## src/hw/etp_pkg.sv

```systemverilog
/*
  Package for the 8-bit timer with PWM: register offsets, field layout,
  reset values and shared types.
  Assumes an APB slave with 32-bit data, one aligned word per register.
*/
package etp_pkg;

  // ==========================================================================
  // Register byte offsets
  localparam logic [7:0] ETP_OFF_CTRL_A   = 8'h00;
  localparam logic [7:0] ETP_OFF_CTRL_B   = 8'h04;
  localparam logic [7:0] ETP_OFF_COUNT    = 8'h08;
  localparam logic [7:0] ETP_OFF_CMP_A    = 8'h0c;
  localparam logic [7:0] ETP_OFF_CMP_B    = 8'h10;
  localparam logic [7:0] ETP_OFF_FLAGS    = 8'h14;
  localparam logic [7:0] ETP_OFF_MASK     = 8'h18;
  localparam logic [7:0] ETP_OFF_POWER    = 8'h1c;
  localparam logic [7:0] ETP_OFF_PINCTL   = 8'h20;

  // ==========================================================================
  // Counter landmarks
  localparam logic [7:0] ETP_BOTTOM       = 8'h00;
  localparam logic [7:0] ETP_MAX          = 8'hff;

  // ==========================================================================
  // Field positions
  localparam int ETP_CTRLA_MODE_LO = 0;
  localparam int ETP_CTRLA_COMB_LO = 4;
  localparam int ETP_CTRLA_COMA_LO = 6;
  localparam int ETP_CTRLB_CS_LO   = 0;
  localparam int ETP_CTRLB_MODE2   = 3;
  localparam int ETP_FLAG_OVF      = 0;
  localparam int ETP_FLAG_CMPA     = 1;
  localparam int ETP_FLAG_CMPB     = 2;

  // ==========================================================================
  // Reset values
  localparam logic       ETP_POWER_OFF_RST = 1'b1;
  localparam logic [7:0] ETP_ZERO8         = 8'h00;

  // ==========================================================================
  // Clock select codes and prescale divisors
  typedef enum logic [2:0] {
    ETP_CS_NONE = 3'h0, ETP_CS_DIV1 = 3'h1, ETP_CS_DIV8 = 3'h2,
    ETP_CS_DIV64 = 3'h3, ETP_CS_DIV256 = 3'h4, ETP_CS_DIV1024 = 3'h5,
    ETP_CS_EXTFALL = 3'h6, ETP_CS_EXTRISE = 3'h7
  } etp_cs_t;

  localparam logic [9:0] ETP_DIV8_MASK    = 10'h007;
  localparam logic [9:0] ETP_DIV64_MASK   = 10'h03f;
  localparam logic [9:0] ETP_DIV256_MASK  = 10'h0ff;
  localparam logic [9:0] ETP_DIV1024_MASK = 10'h3ff;

  // Compare output mode codes.
  localparam logic [1:0] ETP_COM_OFF    = 2'h0;
  localparam logic [1:0] ETP_COM_TOGGLE = 2'h1;
  localparam logic [1:0] ETP_COM_NONINV = 2'h2;
  localparam logic [1:0] ETP_COM_INV    = 2'h3;

  // Waveform mode, 3 bits: {bit2, bit1, bit0}.
  localparam logic [2:0] ETP_WM_NORMAL  = 3'h0;
  localparam logic [2:0] ETP_WM_FAST    = 3'h3;
  localparam logic [2:0] ETP_WM_CTC     = 3'h2;
  localparam logic [2:0] ETP_WM_FASTTOP = 3'h7;

  // Packed waveform pin group.
  typedef struct packed {
    logic outA;
    logic outB;
    logic enA;
    logic enB;
  } etp_wave_t;

endpackage : etp_pkg

```

## src/hw/etp_timer.sv

```systemverilog
/*
  8-bit timer/counter with two compare units and fast PWM outputs,
  reached over APB.
  Assumes the external count pin and APB inputs are synchronous to clock.
*/
// Our own choices: the APB slave port and the placing of the registers.
// Operation
// - Count is 8 bits; 0x00 is BOTTOM, 0xFF is MAX.
// - TOP is MAX or compare value A, chosen by waveform mode.
// - Timer runs only while its power-off bit is written zero.
// - Count and both compare registers are 8 bits wide.
// - Three flags visible in flag register, each masked by mask register.
// - Tick from prescaler or external pin; select also picks the edge.
// - Clock select zero means no ticks and a frozen count.
// - Three-bit clock select field sits in control register B.
// - Buffered compare values compared continuously, feeding wave generators.
// - Compare match on A or B sets that unit's flag.
// - In fast PWM the overflow flag sets each time count reaches TOP.
// - Mode two gives non-inverted PWM, mode three inverted PWM.
// - Mode one toggles output A only when mode bit 2 set.
// - Waveform reaches pin only while its direction is output.
// - Output set or cleared at match, opposite at TOP-to-BOTTOM wrap.
// - Prescale 1, 8, 64, 256, 1024; fast PWM period 256 ticks when TOP is MAX.
// - Compare A at BOTTOM gives a narrow spike every MAX+1 ticks.
// - Compare A at MAX gives a constant level by polarity.
// - Toggle mode gives 50% square wave, fastest at half clock.
module etp_timer (
  // Clock and reset
  input  wire logic                clock,
  input  wire logic                reset_n,
  // APB slave
  input  wire logic                psel,
  input  wire logic                penable,
  input  wire logic                pwrite,
  input  wire logic [7:0]          paddr,
  input  wire logic [31:0]         pwdata,
  output logic                     pready,
  output logic [31:0]              prdata,
  output logic                     pslverr,
  // Pins
  input  wire logic                extCount,
  output etp_pkg::etp_wave_t       wave,
  // Interrupt requests, one per source after masking
  output logic [2:0]               irqReq
);
  import etp_pkg::*;

  // ==========================================================================
  // Registers
  logic [7:0] ctrlA;
  logic [7:0] ctrlB;
  logic [7:0] countValue;
  logic [7:0] compareValueA;
  logic [7:0] compareValueB;
  logic [7:0] bufA;
  logic [7:0] bufB;
  logic [2:0] flags;
  logic [2:0] mask;
  logic       powerOff;
  logic [1:0] pinDir;
  logic [9:0] prescale;
  logic       extPrev;
  logic       waveA;
  logic       waveB;

  // ==========================================================================
  // Decode
  logic       wrEn;
  logic       rdEn;
  logic [2:0] waveMode;
  logic [2:0] clockSel;
  logic [1:0] comA;
  logic [1:0] comB;
  logic       fastPwm;
  logic       topIsA;
  logic [7:0] topValue;
  logic       tick;
  logic       atTop;
  logic       matchA;
  logic       matchB;
  logic [2:0] setFlags;
  logic       wrCount;
  logic       wrFlags;
  logic       drvA;
  logic       drvB;

  // ==========================================================================
  // Decode helpers
  // One prescaler tap: true once per period of its masked low bits.
  function automatic logic tapHit(input logic [9:0] count,
                                  input logic [9:0] tapMask);
    return (count & tapMask) == tapMask;
  endfunction

  // A unit drives its pin only for a compare output mode that means
  // something in the current waveform mode. Mode one in fast PWM toggles
  // unit A only, and only with waveform mode bit 2; otherwise the pin is
  // left to ordinary port use.
  function automatic logic unitDrives(input logic [1:0] com,
                                      input logic       fast,
                                      input logic       modeBit2,
                                      input logic       isUnitA);
    if (com == ETP_COM_OFF) begin
      return 1'b0;
    end
    if (fast && (com == ETP_COM_TOGGLE)) begin
      return isUnitA && modeBit2;
    end
    return 1'b1;
  endfunction

  assign wrEn     = psel && penable && pwrite;
  assign rdEn     = psel && !penable && !pwrite;
  assign waveMode = {ctrlB[ETP_CTRLB_MODE2], ctrlA[ETP_CTRLA_MODE_LO +: 2]};
  assign clockSel = ctrlB[ETP_CTRLB_CS_LO +: 3];
  assign comA     = ctrlA[ETP_CTRLA_COMA_LO +: 2];
  assign comB     = ctrlA[ETP_CTRLA_COMB_LO +: 2];
  assign fastPwm  = (waveMode == ETP_WM_FAST) || (waveMode == ETP_WM_FASTTOP);
  assign topIsA   = (waveMode == ETP_WM_FASTTOP) || (waveMode == ETP_WM_CTC);
  assign topValue = topIsA ? bufA : ETP_MAX;
  assign atTop    = (countValue == topValue);
  // Compare against the buffered copies so a write mid-period is glitch free.
  assign matchA   = tick && (countValue == bufA);
  assign matchB   = tick && (countValue == bufB);
  // Strobes for the two registers that hardware updates as well.
  assign wrCount  = wrEn && (paddr == ETP_OFF_COUNT);
  assign wrFlags  = wrEn && (paddr == ETP_OFF_FLAGS);
  assign drvA     = unitDrives(comA, fastPwm, waveMode[2], 1'b1);
  assign drvB     = unitDrives(comB, fastPwm, waveMode[2], 1'b0);

  // ==========================================================================
  // Clock select and prescaler
  // The prescaler stops with the module so it restarts from zero.
  always_ff @(posedge clock) begin
    if (!reset_n) begin
      prescale <= 10'h000;
    end else begin
      prescale <= powerOff ? 10'h000 : prescale + 10'h001;
    end
  end

  // Previous pin sample; it resets to the pin's idle low level, so the
  // release of reset shows no false edge.
  always_ff @(posedge clock) begin
    if (!reset_n) begin
      extPrev <= 1'b0;
    end else begin
      extPrev <= extCount;
    end
  end

  always_comb begin
    unique case (etp_cs_t'(clockSel))
      ETP_CS_NONE:    tick = 1'b0;
      ETP_CS_DIV1:    tick = 1'b1;
      ETP_CS_DIV8:    tick = tapHit(prescale, ETP_DIV8_MASK);
      ETP_CS_DIV64:   tick = tapHit(prescale, ETP_DIV64_MASK);
      ETP_CS_DIV256:  tick = tapHit(prescale, ETP_DIV256_MASK);
      ETP_CS_DIV1024: tick = tapHit(prescale, ETP_DIV1024_MASK);
      ETP_CS_EXTFALL: tick = extPrev && !extCount;
      ETP_CS_EXTRISE: tick = !extPrev && extCount;
    endcase
    if (powerOff) begin
      tick = 1'b0;
    end
  end

  // ==========================================================================
  // Counter
  always_ff @(posedge clock) begin
    if (!reset_n) begin
      countValue <= ETP_ZERO8;
    end else if (wrCount) begin
      // A software write wins over a tick in the same cycle.
      countValue <= pwdata[7:0];
    end else if (tick) begin
      countValue <= atTop ? ETP_BOTTOM : countValue + 8'h01;
    end
  end

  // Compare buffers load at TOP in PWM modes, at once otherwise.
  always_ff @(posedge clock) begin
    if (!reset_n) begin
      bufA <= ETP_ZERO8;
      bufB <= ETP_ZERO8;
    end else if (!fastPwm || (tick && atTop)) begin
      bufA <= compareValueA;
      bufB <= compareValueB;
    end
  end

  // ==========================================================================
  // Flags: hardware set wins over software clear.
  always_comb begin
    setFlags                = 3'h0;
    setFlags[ETP_FLAG_CMPA] = matchA;
    setFlags[ETP_FLAG_CMPB] = matchB;
    setFlags[ETP_FLAG_OVF]  = tick &&
        (fastPwm ? atTop : (countValue == ETP_MAX));
  end

  always_ff @(posedge clock) begin
    if (!reset_n) begin
      flags <= 3'h0;
    end else begin
      // Writing one clears a flag.
      flags <= (wrFlags ?
                (flags & ~pwdata[2:0]) : flags) | setFlags;
    end
  end

  always_ff @(posedge clock) begin
    if (!reset_n) begin
      irqReq <= 3'h0;
    end else begin
      irqReq <= flags & mask;
    end
  end

  // ==========================================================================
  // Waveform generators
  always_ff @(posedge clock) begin
    if (!reset_n) begin
      waveA <= 1'b0;
    end else if (fastPwm) begin
      if (comA == ETP_COM_TOGGLE) begin
        if (waveMode[2] && matchA) begin
          waveA <= !waveA;
        end
      end else if (comA != ETP_COM_OFF) begin
        // Match has priority, so compare A at BOTTOM leaves a one-tick
        // spike and compare A at MAX holds the level.
        if (matchA) begin
          waveA <= (comA == ETP_COM_INV);
        end else if (tick && atTop) begin
          waveA <= (comA == ETP_COM_NONINV);
        end
      end
    end else if (matchA) begin
      unique case (comA)
        ETP_COM_OFF:    waveA <= waveA;
        ETP_COM_TOGGLE: waveA <= !waveA;
        ETP_COM_NONINV: waveA <= 1'b0;
        ETP_COM_INV:    waveA <= 1'b1;
      endcase
    end
  end

  always_ff @(posedge clock) begin
    if (!reset_n) begin
      waveB <= 1'b0;
    end else if (fastPwm) begin
      // Output B has no toggle option in fast PWM.
      if (comB[1]) begin
        if (matchB) begin
          waveB <= (comB == ETP_COM_INV);
        end else if (tick && atTop) begin
          waveB <= (comB == ETP_COM_NONINV);
        end
      end
    end else if (matchB) begin
      unique case (comB)
        ETP_COM_OFF:    waveB <= waveB;
        ETP_COM_TOGGLE: waveB <= !waveB;
        ETP_COM_NONINV: waveB <= 1'b0;
        ETP_COM_INV:    waveB <= 1'b1;
      endcase
    end
  end

  always_ff @(posedge clock) begin
    if (!reset_n) begin
      wave <= '0;
    end else begin
      wave.outA <= waveA;
      wave.outB <= waveB;
      // Pin drives only when connected and its direction is output.
      wave.enA  <= pinDir[0] && drvA;
      wave.enB  <= pinDir[1] && drvB;
    end
  end

  // ==========================================================================
  // APB register writes
  always_ff @(posedge clock) begin
    if (!reset_n) begin
      ctrlA <= ETP_ZERO8;
    end else if (wrEn && (paddr == ETP_OFF_CTRL_A)) begin
      ctrlA <= pwdata[7:0];
    end
  end

  // Only clock select and waveform mode bit 2 exist; the rest read zero.
  always_ff @(posedge clock) begin
    if (!reset_n) begin
      ctrlB <= ETP_ZERO8;
    end else if (wrEn && (paddr == ETP_OFF_CTRL_B)) begin
      ctrlB <= {4'h0, pwdata[3:0]};
    end
  end

  always_ff @(posedge clock) begin
    if (!reset_n) begin
      compareValueA <= ETP_ZERO8;
      compareValueB <= ETP_ZERO8;
    end else if (wrEn) begin
      if (paddr == ETP_OFF_CMP_A) begin
        compareValueA <= pwdata[7:0];
      end
      if (paddr == ETP_OFF_CMP_B) begin
        compareValueB <= pwdata[7:0];
      end
    end
  end

  always_ff @(posedge clock) begin
    if (!reset_n) begin
      mask <= 3'h0;
    end else if (wrEn && (paddr == ETP_OFF_MASK)) begin
      mask <= pwdata[2:0];
    end
  end

  // The module wakes up powered off, so no tick reaches the counter until
  // software has cleared this bit.
  always_ff @(posedge clock) begin
    if (!reset_n) begin
      powerOff <= ETP_POWER_OFF_RST;
    end else if (wrEn && (paddr == ETP_OFF_POWER)) begin
      powerOff <= pwdata[0];
    end
  end

  always_ff @(posedge clock) begin
    if (!reset_n) begin
      pinDir <= 2'h0;
    end else if (wrEn && (paddr == ETP_OFF_PINCTL)) begin
      pinDir <= pwdata[1:0];
    end
  end

  // ==========================================================================
  // APB read data and ready; reads are captured in the setup cycle.
  function automatic logic mapped(input logic [7:0] a);
    return a == ETP_OFF_CTRL_A || a == ETP_OFF_CTRL_B ||
           a == ETP_OFF_COUNT  || a == ETP_OFF_CMP_A  ||
           a == ETP_OFF_CMP_B  || a == ETP_OFF_FLAGS  ||
           a == ETP_OFF_MASK   || a == ETP_OFF_POWER  ||
           a == ETP_OFF_PINCTL;
  endfunction

  always_ff @(posedge clock) begin
    if (!reset_n) begin
      prdata <= 32'h0000_0000;
    end else if (rdEn) begin
      unique case (paddr)
        ETP_OFF_CTRL_A: prdata <= {24'h0, ctrlA};
        ETP_OFF_CTRL_B: prdata <= {24'h0, ctrlB};
        ETP_OFF_COUNT:  prdata <= {24'h0, countValue};
        ETP_OFF_CMP_A:  prdata <= {24'h0, compareValueA};
        ETP_OFF_CMP_B:  prdata <= {24'h0, compareValueB};
        ETP_OFF_FLAGS:  prdata <= {29'h0, flags};
        ETP_OFF_MASK:   prdata <= {29'h0, mask};
        ETP_OFF_POWER:  prdata <= {31'h0, powerOff};
        ETP_OFF_PINCTL: prdata <= {30'h0, pinDir};
        default:        prdata <= 32'h0000_0000;
      endcase
    end
  end

  always_ff @(posedge clock) begin
    if (!reset_n) begin
      pready  <= 1'b0;
      pslverr <= 1'b0;
    end else begin
      pready  <= psel && !penable;
      pslverr <= psel && !penable && !mapped(paddr);
    end
  end

endmodule // etp_timer

```

## config.mk

```make
export PLATFORM = sky130hd
export DESIGN_NAME = etp_timer
export DESIGN_NICKNAME = d
export VERILOG_FILES = /design/src/hw/etp_pkg.sv /design/src/hw/etp_timer.sv
export SDC_FILE = /design/constraint.sdc
export NUM_CORES = 1
export LEC_CHECK = 0
export BUFFER_PORTS_ARGS = -buffer_cell sky130_fd_sc_hd__buf_2
export CAP_MARGIN = 0
export CORE_MARGIN = 3
export CORE_UTILIZATION = 40
export DETAILED_ROUTE_END_ITERATION = 16
export REMOVE_ABC_BUFFERS = 1
export SYNTH_ARGS = -nofsm -noshare
export SYNTH_HDL_FRONTEND = slang
export SYNTH_SLANG_ARGS = --single-unit
```

## constraint.sdc

```tcl
create_clock -name clock -period 2.5 [get_ports clock]
set_clock_uncertainty 0.05 [all_clocks]
set_input_delay 0.125 -clock clock [delete_from_list [all_inputs] [get_ports clock]]
set_output_delay 0.125 -clock clock [all_outputs]
set_load 0.01 [all_outputs]
```

==> impl_metrics.tcl, run 1 <==
set metrics [dict create \
    end_kind "flip-flop" \
    fmax_ghz 0.436 \
    syn_area_per_cell_um2 8.58 \
    final_nets 650 \
    yosysWarnings 0 \
    coreArea_um2 11700 \
    critPathMaxFanout 32 \
    row_count 39 \
    power.share.clock 0.445 \
    cts_buffers 9 \
    p_int_mw 2.23 \
    hold_path.class "input port to flip-flop" \
    critPathKind "flip-flop to flip-flop" \
    diodes 0 \
    powerDensity_nw_per_um2 543 \
    yosys_most_used_dff "dfxtp_1" \
    via_per_inst 5.60 \
    critPathArrivalTime_ns 2.52 \
    wire_per_inst_um 17.0 \
    drt_first_pass_iters 5 \
    worst_pin_slew_ns 0.604 \
    drv_slew 0 \
    setup_viol 0 \
    startpoint_type "flip-flop" \
    numClockSinks 91 \
    design.die.area_um2 13700 \
    layout_min_cycle_time_ns 2.30 \
    syn_area_um2 4910 \
    min_period_over_period 0.918 \
    post_cts_buffers 0 \
    io_pins 87 \
    grt_max_degree 44 \
    grt_pass1_wl_um 20800 \
    drv_cap 0 \
    peakVddDrop_mv 0.408 \
    ctsResizeCount 0 \
    grt_pass1_vias 3958 \
    slew_headroom 0.594 \
    fp.dieH_um 117 \
    cts_max_level 3 \
    drive_above_1_share 0.200 \
    cts_tree "built" \
    ys_seq_elements 91 \
    stdcell_area_um2 5430 \
    ys_seq_area_frac 0.371 \
    start_util 0.420 \
    ys_async_sr_fraction 0 \
    antenna_found_initial 0 \
    seqPwrFrac 0.499 \
    rsz0062_at_grt "no" \
    switchingPower_mw 0.718 \
    grt_overflow 0 \
    die_w_um 117 \
    crit_required_ns 2.73 \
    yosysUniqueCellTypes 69 \
    fin_ws_ns 0.204 \
    grt_usage 0.194 \
    drt_iter0_markers 306 \
    dpl.hpwl_um 9350 \
    syn2layout_area_growth_pct 10.4 \
    hold_viol_final 0 \
    cts_hold_buf 1 \
    num_vias 4194 \
    power_mw 2.94 \
    postSynthCellCount 573 \
    port_buffers 38 \
    sw_frac_of_total 0.244 \
    outcome "completed" \
    gp_congestion 0.897 \
    dpl_worst_slack_ns 0.183 \
    insertion_delay_ns 0.34 \
    synth-edff-count 0 \
    drc 0 \
    fin_util 0.463 \
    postPlaceCellArea_um2 5130 \
    comb_power_share 0.056 \
    ant_nets 0 \
    root_buffer "clkbuf_16" \
    routed_wl_um 12700 \
    p_leak_nw 2.00 \
    hold_slack_ns 0.0482 \
    clkTransAtPathRegs_ns 0.07 \
    cts_buffer_depth 2 \
]
## placed cells by master (no fill, tap or decap), types with 16 or more instances in the layout
cell type,Yosys,routed
buf_4,25,18
dfxtp_1,91,91
a21boi_0,33,33
nand3_1,44,44
buf_2,8,38
a21oi_1,19,19
o21ai_2,16,16
conb_1,1,24
o21ai_0,20,20
nor2_1,18,18
nand2_1,75,75
## power groups by stage
stage          registers [mW]  logic [mW]  clock network [mW]
3_5_place_dp             1.50       0.161                   0
4_1_cts                  1.47       0.163                1.33
3_3_place_gp             1.50       0.159                   0
6_report                 1.47       0.166                1.31
2_1_floorplan            1.51      0.0625                   0
5_1_grt                  1.47       0.184                1.39
## worst paths after layout
check / slack, ns / cells after the start / start / to
setup / recovery: 0.20 / 9 / prescale[0]$_SDFF_PP0_ / bufA[7]$_SDFFE_PN0P_
hold / removal: 0.05 / 3 / pwdata[7] / compareValueA[7]$_SDFFE_PN0P_
setup reg to reg: 0.20 / 9 / prescale[0]$_SDFF_PP0_ / bufA[7]$_SDFFE_PN0P_
hold reg to reg: 0.41 / 1 / prescale[0]$_SDFF_PP0_ / prescale[0]$_SDFF_PP0_
## registers in the layout (all words and copies together), names as in the netlist, 2 cells and up
signal	flops
prescale	10
ctrlB	4
mask	3
ctrlA	8
pinDir	2
compareValueA	8
flags	3
bufB	8
wave	4
countValue	8
prdata	8
irqReq	3
compareValueB	8
bufA	8
## layer usage
layer / global-route usage / part of all wire
met1: 0.278 / 0.47
met2: 0.297 / 0.45
met3: 0.0293 / 0.057
met4: 0.0673 / 0.020
met5: 0 / 0
## through the flow
| step | TNS (ns) | instances |
|---|---|---|
| after floorplan | -1.50 | 532 |
| after global placement | 0 | 732 |
| after detailed placement | 0 | 732 |
| after CTS | 0 | 749 |
| after global routing | 0 | 749 |
| final | 0 | 749 |
## critical path: stages, from the launching register on
cell and delay [ns]:
dfxtp_1 0.33, ha_1 0.22, ha_1 0.18, a211oi_1 0.22, a311oi_1 0.08, and4_1 0.29
a41oi_4 0.15, buf_4 0.46, nand3_1 0.16, o21ai_2 0.07
## cell type report
cell class              instances  area, um2
fillers                      1154       6280
clock inverters                 6       48.8
clock buffers                  10        239
well taps                     143        179
flip-flops and latches         91       1820
inverters                      13       50.0
multi-input cells             428       2730
repair buffers                 58        355
## cell families after synthesis
kind of cell | count (synthesis) | synth area share
DFF | 91 | 0.371
AOI/OAI and AO/OA | 146 | 0.225
other | 1 | 0.000763
and+or+nand+nor | 228 | 0.249
muxes | 12 | 0.0277
buffers and inverters | 77 | 0.0909
adders and majority gates | 3 | 0.00764
xor gates and xnor gates | 15 | 0.0283
## Yosys cell counts (all sizes together), types with 2 or more instances
cell | n | share of area
dfxtp | 91 | 0.37
nand2 | 75 | 0.057
nand3 | 59 | 0.077
buf | 42 | 0.064
o21ai | 36 | 0.049
a21boi | 33 | 0.050
clkbuf | 22 | 0.017
a21oi | 19 | 0.019
nor2 | 19 | 0.015
xor2 | 13 | 0.023
inv | 12 | 0.0092
nand2b | 12 | 0.016
and3 | 11 | 0.014
a22oi | 10 | 0.015
nor3 | 9 | 0.0092
a31oi | 8 | 0.010
and2 | 8 | 0.010
mux2i | 8 | 0.016
nor2b | 8 | 0.010
a41oi | 7 | 0.019
nand4 | 7 | 0.0089
and4 | 5 | 0.0089
nor4 | 5 | 0.0076
o22ai | 5 | 0.0064
a32oi | 3 | 0.0053
ha | 3 | 0.0076
mux2 | 3 | 0.0069
o211a | 3 | 0.0061
o21a | 3 | 0.0046
or2 | 3 | 0.0038
a22o | 2 | 0.0036
and3b | 2 | 0.0036
nand3b | 2 | 0.0031
o2111ai | 2 | 0.0048
o211ai | 2 | 0.0031
xnor2 | 2 | 0.0051
Power figures use the tool's default switching activity.
==> inputs of run 2 (changes only) <==
RECOVER_POWER = 25   (was default)
==> run 2 against run 1 <==
  * Die area is the same
  * Wire length is essentially flat
  * Largest cell class unchanged
  * Non-clock buffer count is the same
  * Utilization shrank 0.25 points
==> impl_metrics.tcl, run 2 (synthesized netlist as in run 1, its figures left out) <==
set metrics [dict create \
    outcome "completed" \
    io_pins 87 \
    drt_iter0_markers 310 \
    final-instance-count-excl-fill 749 \
    gp_congestion 0.897 \
    antenna_found_initial 0 \
    design.die.area_um2 13700 \
    ctsResizeCount 0 \
    p_leak_nw 1.92 \
    clkTransAtPathRegs_ns 0.07 \
    drive_above_1_share 0.168 \
    drt_first_pass_iters 5 \
    coreArea_um2 11700 \
    postPlaceCellArea_um2 5130 \
    layout_min_cycle_time_ns 2.30 \
    num_vias 4208 \
    use_met2 0.297 \
    ant_nets 0 \
    stdcell_area_um2 5400 \
    post_cts_buffers 0 \
    setup_viol 0 \
    tns_ns 0 \
    layout_common_cells "dfxtp_1 (91), nand2_1 (75), nand3_1 (44), a21boi_0 (33), conb_1 (24)" \
    start_util 0.420 \
    insertion_delay_ns 0.34 \
    cts_buffers 9 \
    final_nets 650 \
    fin_util 0.461 \
    grt_pass1_vias 3958 \
    power_mw 2.94 \
    fp.dieH_um 117 \
    hold_viol_final 0 \
    placed_cells 732 \
    top_register "prescale" \
    drc 0 \
    die_w_um 117 \
    slew_headroom 0.229 \
    drv_cap 0 \
    syn2layout_area_growth_pct 9.83 \
    crit_required_ns 2.73 \
    min_period_over_period 0.918 \
    grt_overflow 0 \
    cts_max_level 3 \
    multi_input_area_um2 2730 \
    grt_pass1_wl_um 20800 \
    diodes 0 \
    grt_max_degree 44 \
    end_kind "flip-flop" \
    hold_slack_ns 0.0449 \
    rsz0062_at_grt "no" \
    cts_hold_buf 1 \
    routed_wl_um 12700 \
    grt_busiest_layer "met2" \
    cts_tree "built" \
    use_met3 0.0293 \
    row_count 39 \
    fillers 1160 \
    drv_slew 0 \
    port_buffers 38 \
    critPathArrivalTime_ns 2.52 \
    numClockSinks 91 \
    root_buffer "clkbuf_16" \
    fin_ws_ns 0.205 \
    worst_pin_slew_ns 1.16 \
    critPathKind "flip-flop to flip-flop" \
    grt_use_met1 0.278 \
    seq_area_um2 1820 \
    via_per_inst 5.62 \
    startpoint_type "flip-flop" \
    dpl.hpwl_um 9350 \
    powerDensity_nw_per_um2 544 \
    fmax_ghz 0.436 \
    hold_path.class "input port to flip-flop" \
    wire_per_inst_um 17.0 \
    critPathMaxFanout 32 \
    peakVddDrop_mv 0.409 \
    grt_usage 0.194 \
    final_common_cell "dfxtp_1" \
    dpl_worst_slack_ns 0.183 \
    cts_buffer_depth 2 \
    largest_reg_flops 10 \
]
[run 2: final timing paths]
check	start	to	slack, ns	depth (start not counted)
worst min-delay path	pwdata[7]	compareValueA[7]$_SDFFE_PN0P_	0.04	3
worst min register to register	prescale[0]$_SDFF_PP0_	prescale[0]$_SDFF_PP0_	0.41	1
worst max register to register	prescale[0]$_SDFF_PP0_	bufA[7]$_SDFFE_PN0P_	0.20	9
worst max-delay path	prescale[0]$_SDFF_PP0_	bufA[7]$_SDFFE_PN0P_	0.20	9
[run 2: area by class of cell]
type                       count  area share
clock inverter                 6     0.00904
inverter                      13     0.00927
multi-input combinational    428       0.506
clock buffer                  10      0.0443
tap                          143      0.0331
sequential                    91       0.338
timing repair buffer          58      0.0605
[run 2: power breakdown]
group          total, mW  internal, mW  switching [mW]
Sequential          1.47          1.46         0.00717
Combinational      0.162        0.0526           0.109
Clock               1.31         0.708           0.600
[run 2: layer usage]
layer | part of all wire | vias to the layer above
li1 | - | 2067
met1 | 0.48 | 1976
met2 | 0.45 | 148
met3 | 0.054 | 17
met4 | 0.019 | 0
met5 | 0 | -
[run 2: worst max-delay path, stage by stage, from the launching register on]
cell,delay [ns]
dfxtp_1,0.33
ha_1,0.22
ha_1,0.18
a211oi_1,0.22
a311oi_1,0.08
and4_1,0.29
a41oi_4,0.15
buf_4,0.46
nand3_1,0.16
o21ai_2,0.07
==> inputs of run 3 (changes only) <==
PLACE_DENSITY = 0.56   (was default)
==> run 3 against run 2 <==
  * Final area about the same
  * Global-route usage grew 0.34 points
  * Critical path type unchanged
  * Combinational power about the same
  * Final cell count down 0.27%
  * Sequential power barely moved
  * Critical endpoint is now bufB[7]$_SDFFE_PN0P_
==> impl_metrics.tcl, run 3 (synthesized netlist as in run 1, its figures left out) <==
set metrics [dict create \
    largest_reg_flops 10 \
    cts_buffers 9 \
    critPathKind "flip-flop to flip-flop" \
    grt_overflow 0 \
    layout_min_cycle_time_ns 2.24 \
    insertion_delay_ns 0.34 \
    routed_wl_um 12900 \
    hp-start "psel" \
    crit_required_ns 2.68 \
    outcome "completed" \
    syn2layout_area_growth_pct 9.88 \
    r2r.worst_path.cells 9 \
    hold_viol_final 0 \
    startpoint_type "flip-flop" \
    cts_buffer_depth 2 \
    r2r_setup_slack_ns 0.26 \
    ant_nets 0 \
    critPathArrivalTime_ns 2.42 \
    worst_pin_slew_ns 1.35 \
    port_buffers 38 \
    reg2reg_to "bufB[7]$_SDFFE_PN0P_" \
    grt_pass1_vias 3920 \
    slew_headroom 0.0980 \
    hold_end "pready$_SDFF_PN0_" \
    top_register "prescale" \
    final_common_cell "dfxtp_1" \
    rr_startpoint "prescale[0]$_SDFF_PP0_" \
    root_buffer "clkbuf_16" \
    wire_per_inst_um 17.3 \
    cts_max_level 3 \
    fp.dieH_um 117 \
    drc 0 \
    antenna_found_initial 0 \
    final_nets 648 \
    fmax_ghz 0.447 \
    crit_family "compound AO/OA/AOI/OAI gates" \
    drt_first_pass_iters 5 \
    design.die.area_um2 13700 \
    coreArea_um2 11700 \
    row_count 39 \
    gp_congestion 0.864 \
    power_mw 3.01 \
    cp_cell_sequence "ha_1, ha_1, a211oi_1, a311oi_1, and4_2, a41oi_4, buf_12, nand3_1, o21ai_2" \
    grt_usage 0.197 \
    min_period_over_period 0.894 \
    numClockSinks 91 \
    layout_common_cells "dfxtp_1 (91), nand2_1 (75), nand3_1 (44), a21boi_0 (33), conb_1 (24)" \
    peakVddDrop_mv 0.296 \
    grt_pass1_wl_um 21000 \
    num_vias 4165 \
    drv_slew 0 \
    diodes 0 \
    drt_iter0_markers 237 \
    hold_depth 2 \
    drv_cap 0 \
    drive_above_1_share 0.164 \
    via_per_inst 5.58 \
    end_kind "flip-flop" \
    dpl.hpwl_um 9600 \
    critPathMostFrequentCell "ha_1" \
    powerDensity_nw_per_um2 558 \
    io_pins 87 \
    start_util 0.420 \
    critPathMaxFanout 32 \
    die_w_um 117 \
    hold_path.class "input port to flip-flop" \
    fin_util 0.461 \
    cpPeakStageDelay_ns 0.44 \
    rsz0062_at_grt "no" \
    cts_tree "built" \
    post_cts_buffers 0 \
    clkTransAtPathRegs_ns 0.06 \
    cp_slowest_cell "and4_2" \
    setup_viol 0 \
    p_leak_nw 1.93 \
    grt_max_degree 33 \
    worst-path-buf-inv 1 \
]
run 3: where the power goes:
| group | switching (mW) | leakage [nW] | internal (mW) | total (mW) |
|---|---|---|---|---|
| sequential | 0.00709 | 0.735 | 1.46 | 1.47 |
| combinational | 0.110 | 1.04 | 0.0499 | 0.160 |
| clock | 0.555 | 0.153 | 0.828 | 1.38 |
| total | 0.672 | 1.93 | 2.34 | 3.01 |
run 3: timing repair:
action                     in CTS  in global routing
gates resized for setup         0                  1
hold buffers                    1                  0
setup endpoints to repair       0                  2
hold endpoints to repair        1                  0
run 3: how the worst max path moves through the flow:
stage | from | endpoint | slack, ns | cells after the start
floorplan | prescale[0]$_SDFF_PP0_ | bufA[7]$_SDFFE_PN0P_ | -0.14 | 8
global placement | prescale[0]$_SDFF_PP0_ | bufA[7]$_SDFFE_PN0P_ | 0.21 | 9
detailed placement | prescale[0]$_SDFF_PP0_ | bufA[7]$_SDFFE_PN0P_ | 0.14 | 9
CTS | prescale[0]$_SDFF_PP0_ | bufA[7]$_SDFFE_PN0P_ | 0.13 | 9
global route | prescale[0]$_SDFF_PP0_ | bufA[7]$_SDFFE_PN0P_ | 0.11 | 9
finish | prescale[0]$_SDFF_PP0_ | bufB[7]$_SDFFE_PN0P_ | 0.26 | 9
run 3: through the flow:
step	area [um2]	setup TNS, ns	hold slack, ns	setup WS [ns]	std cells
2_1_floorplan	4600	-1.50	0.137	-0.141	532
3_3_place_gp	5110	0	0.307	0.215	730
3_5_place_dp	5110	0	0.313	0.141	730
4_1_cts	5430	0	0.0382	0.132	747
5_1_grt	5400	0	0.0551	0.111	747
6_report	5400	0	0.0424	0.264	747
run 3: area by class of cell:
class | count | area (um2)
inverters | 13 | 50.0
clock buffers | 12 | 256
clock inverters | 4 | 48.8
well taps | 143 | 179
repair buffers | 56 | 310
multi-input cells | 428 | 2730
flip-flops and latches | 91 | 1820
fillers | 1176 | 6310
run 3: metal layers:
metal,up-vias,wire [um],global-route usage
met1,1963,6260,0.286
met5,-,0,0
met3,15,731,0.0344
li1,2057,-,-
met2,130,5750,0.305
met4,0,160,0.0505
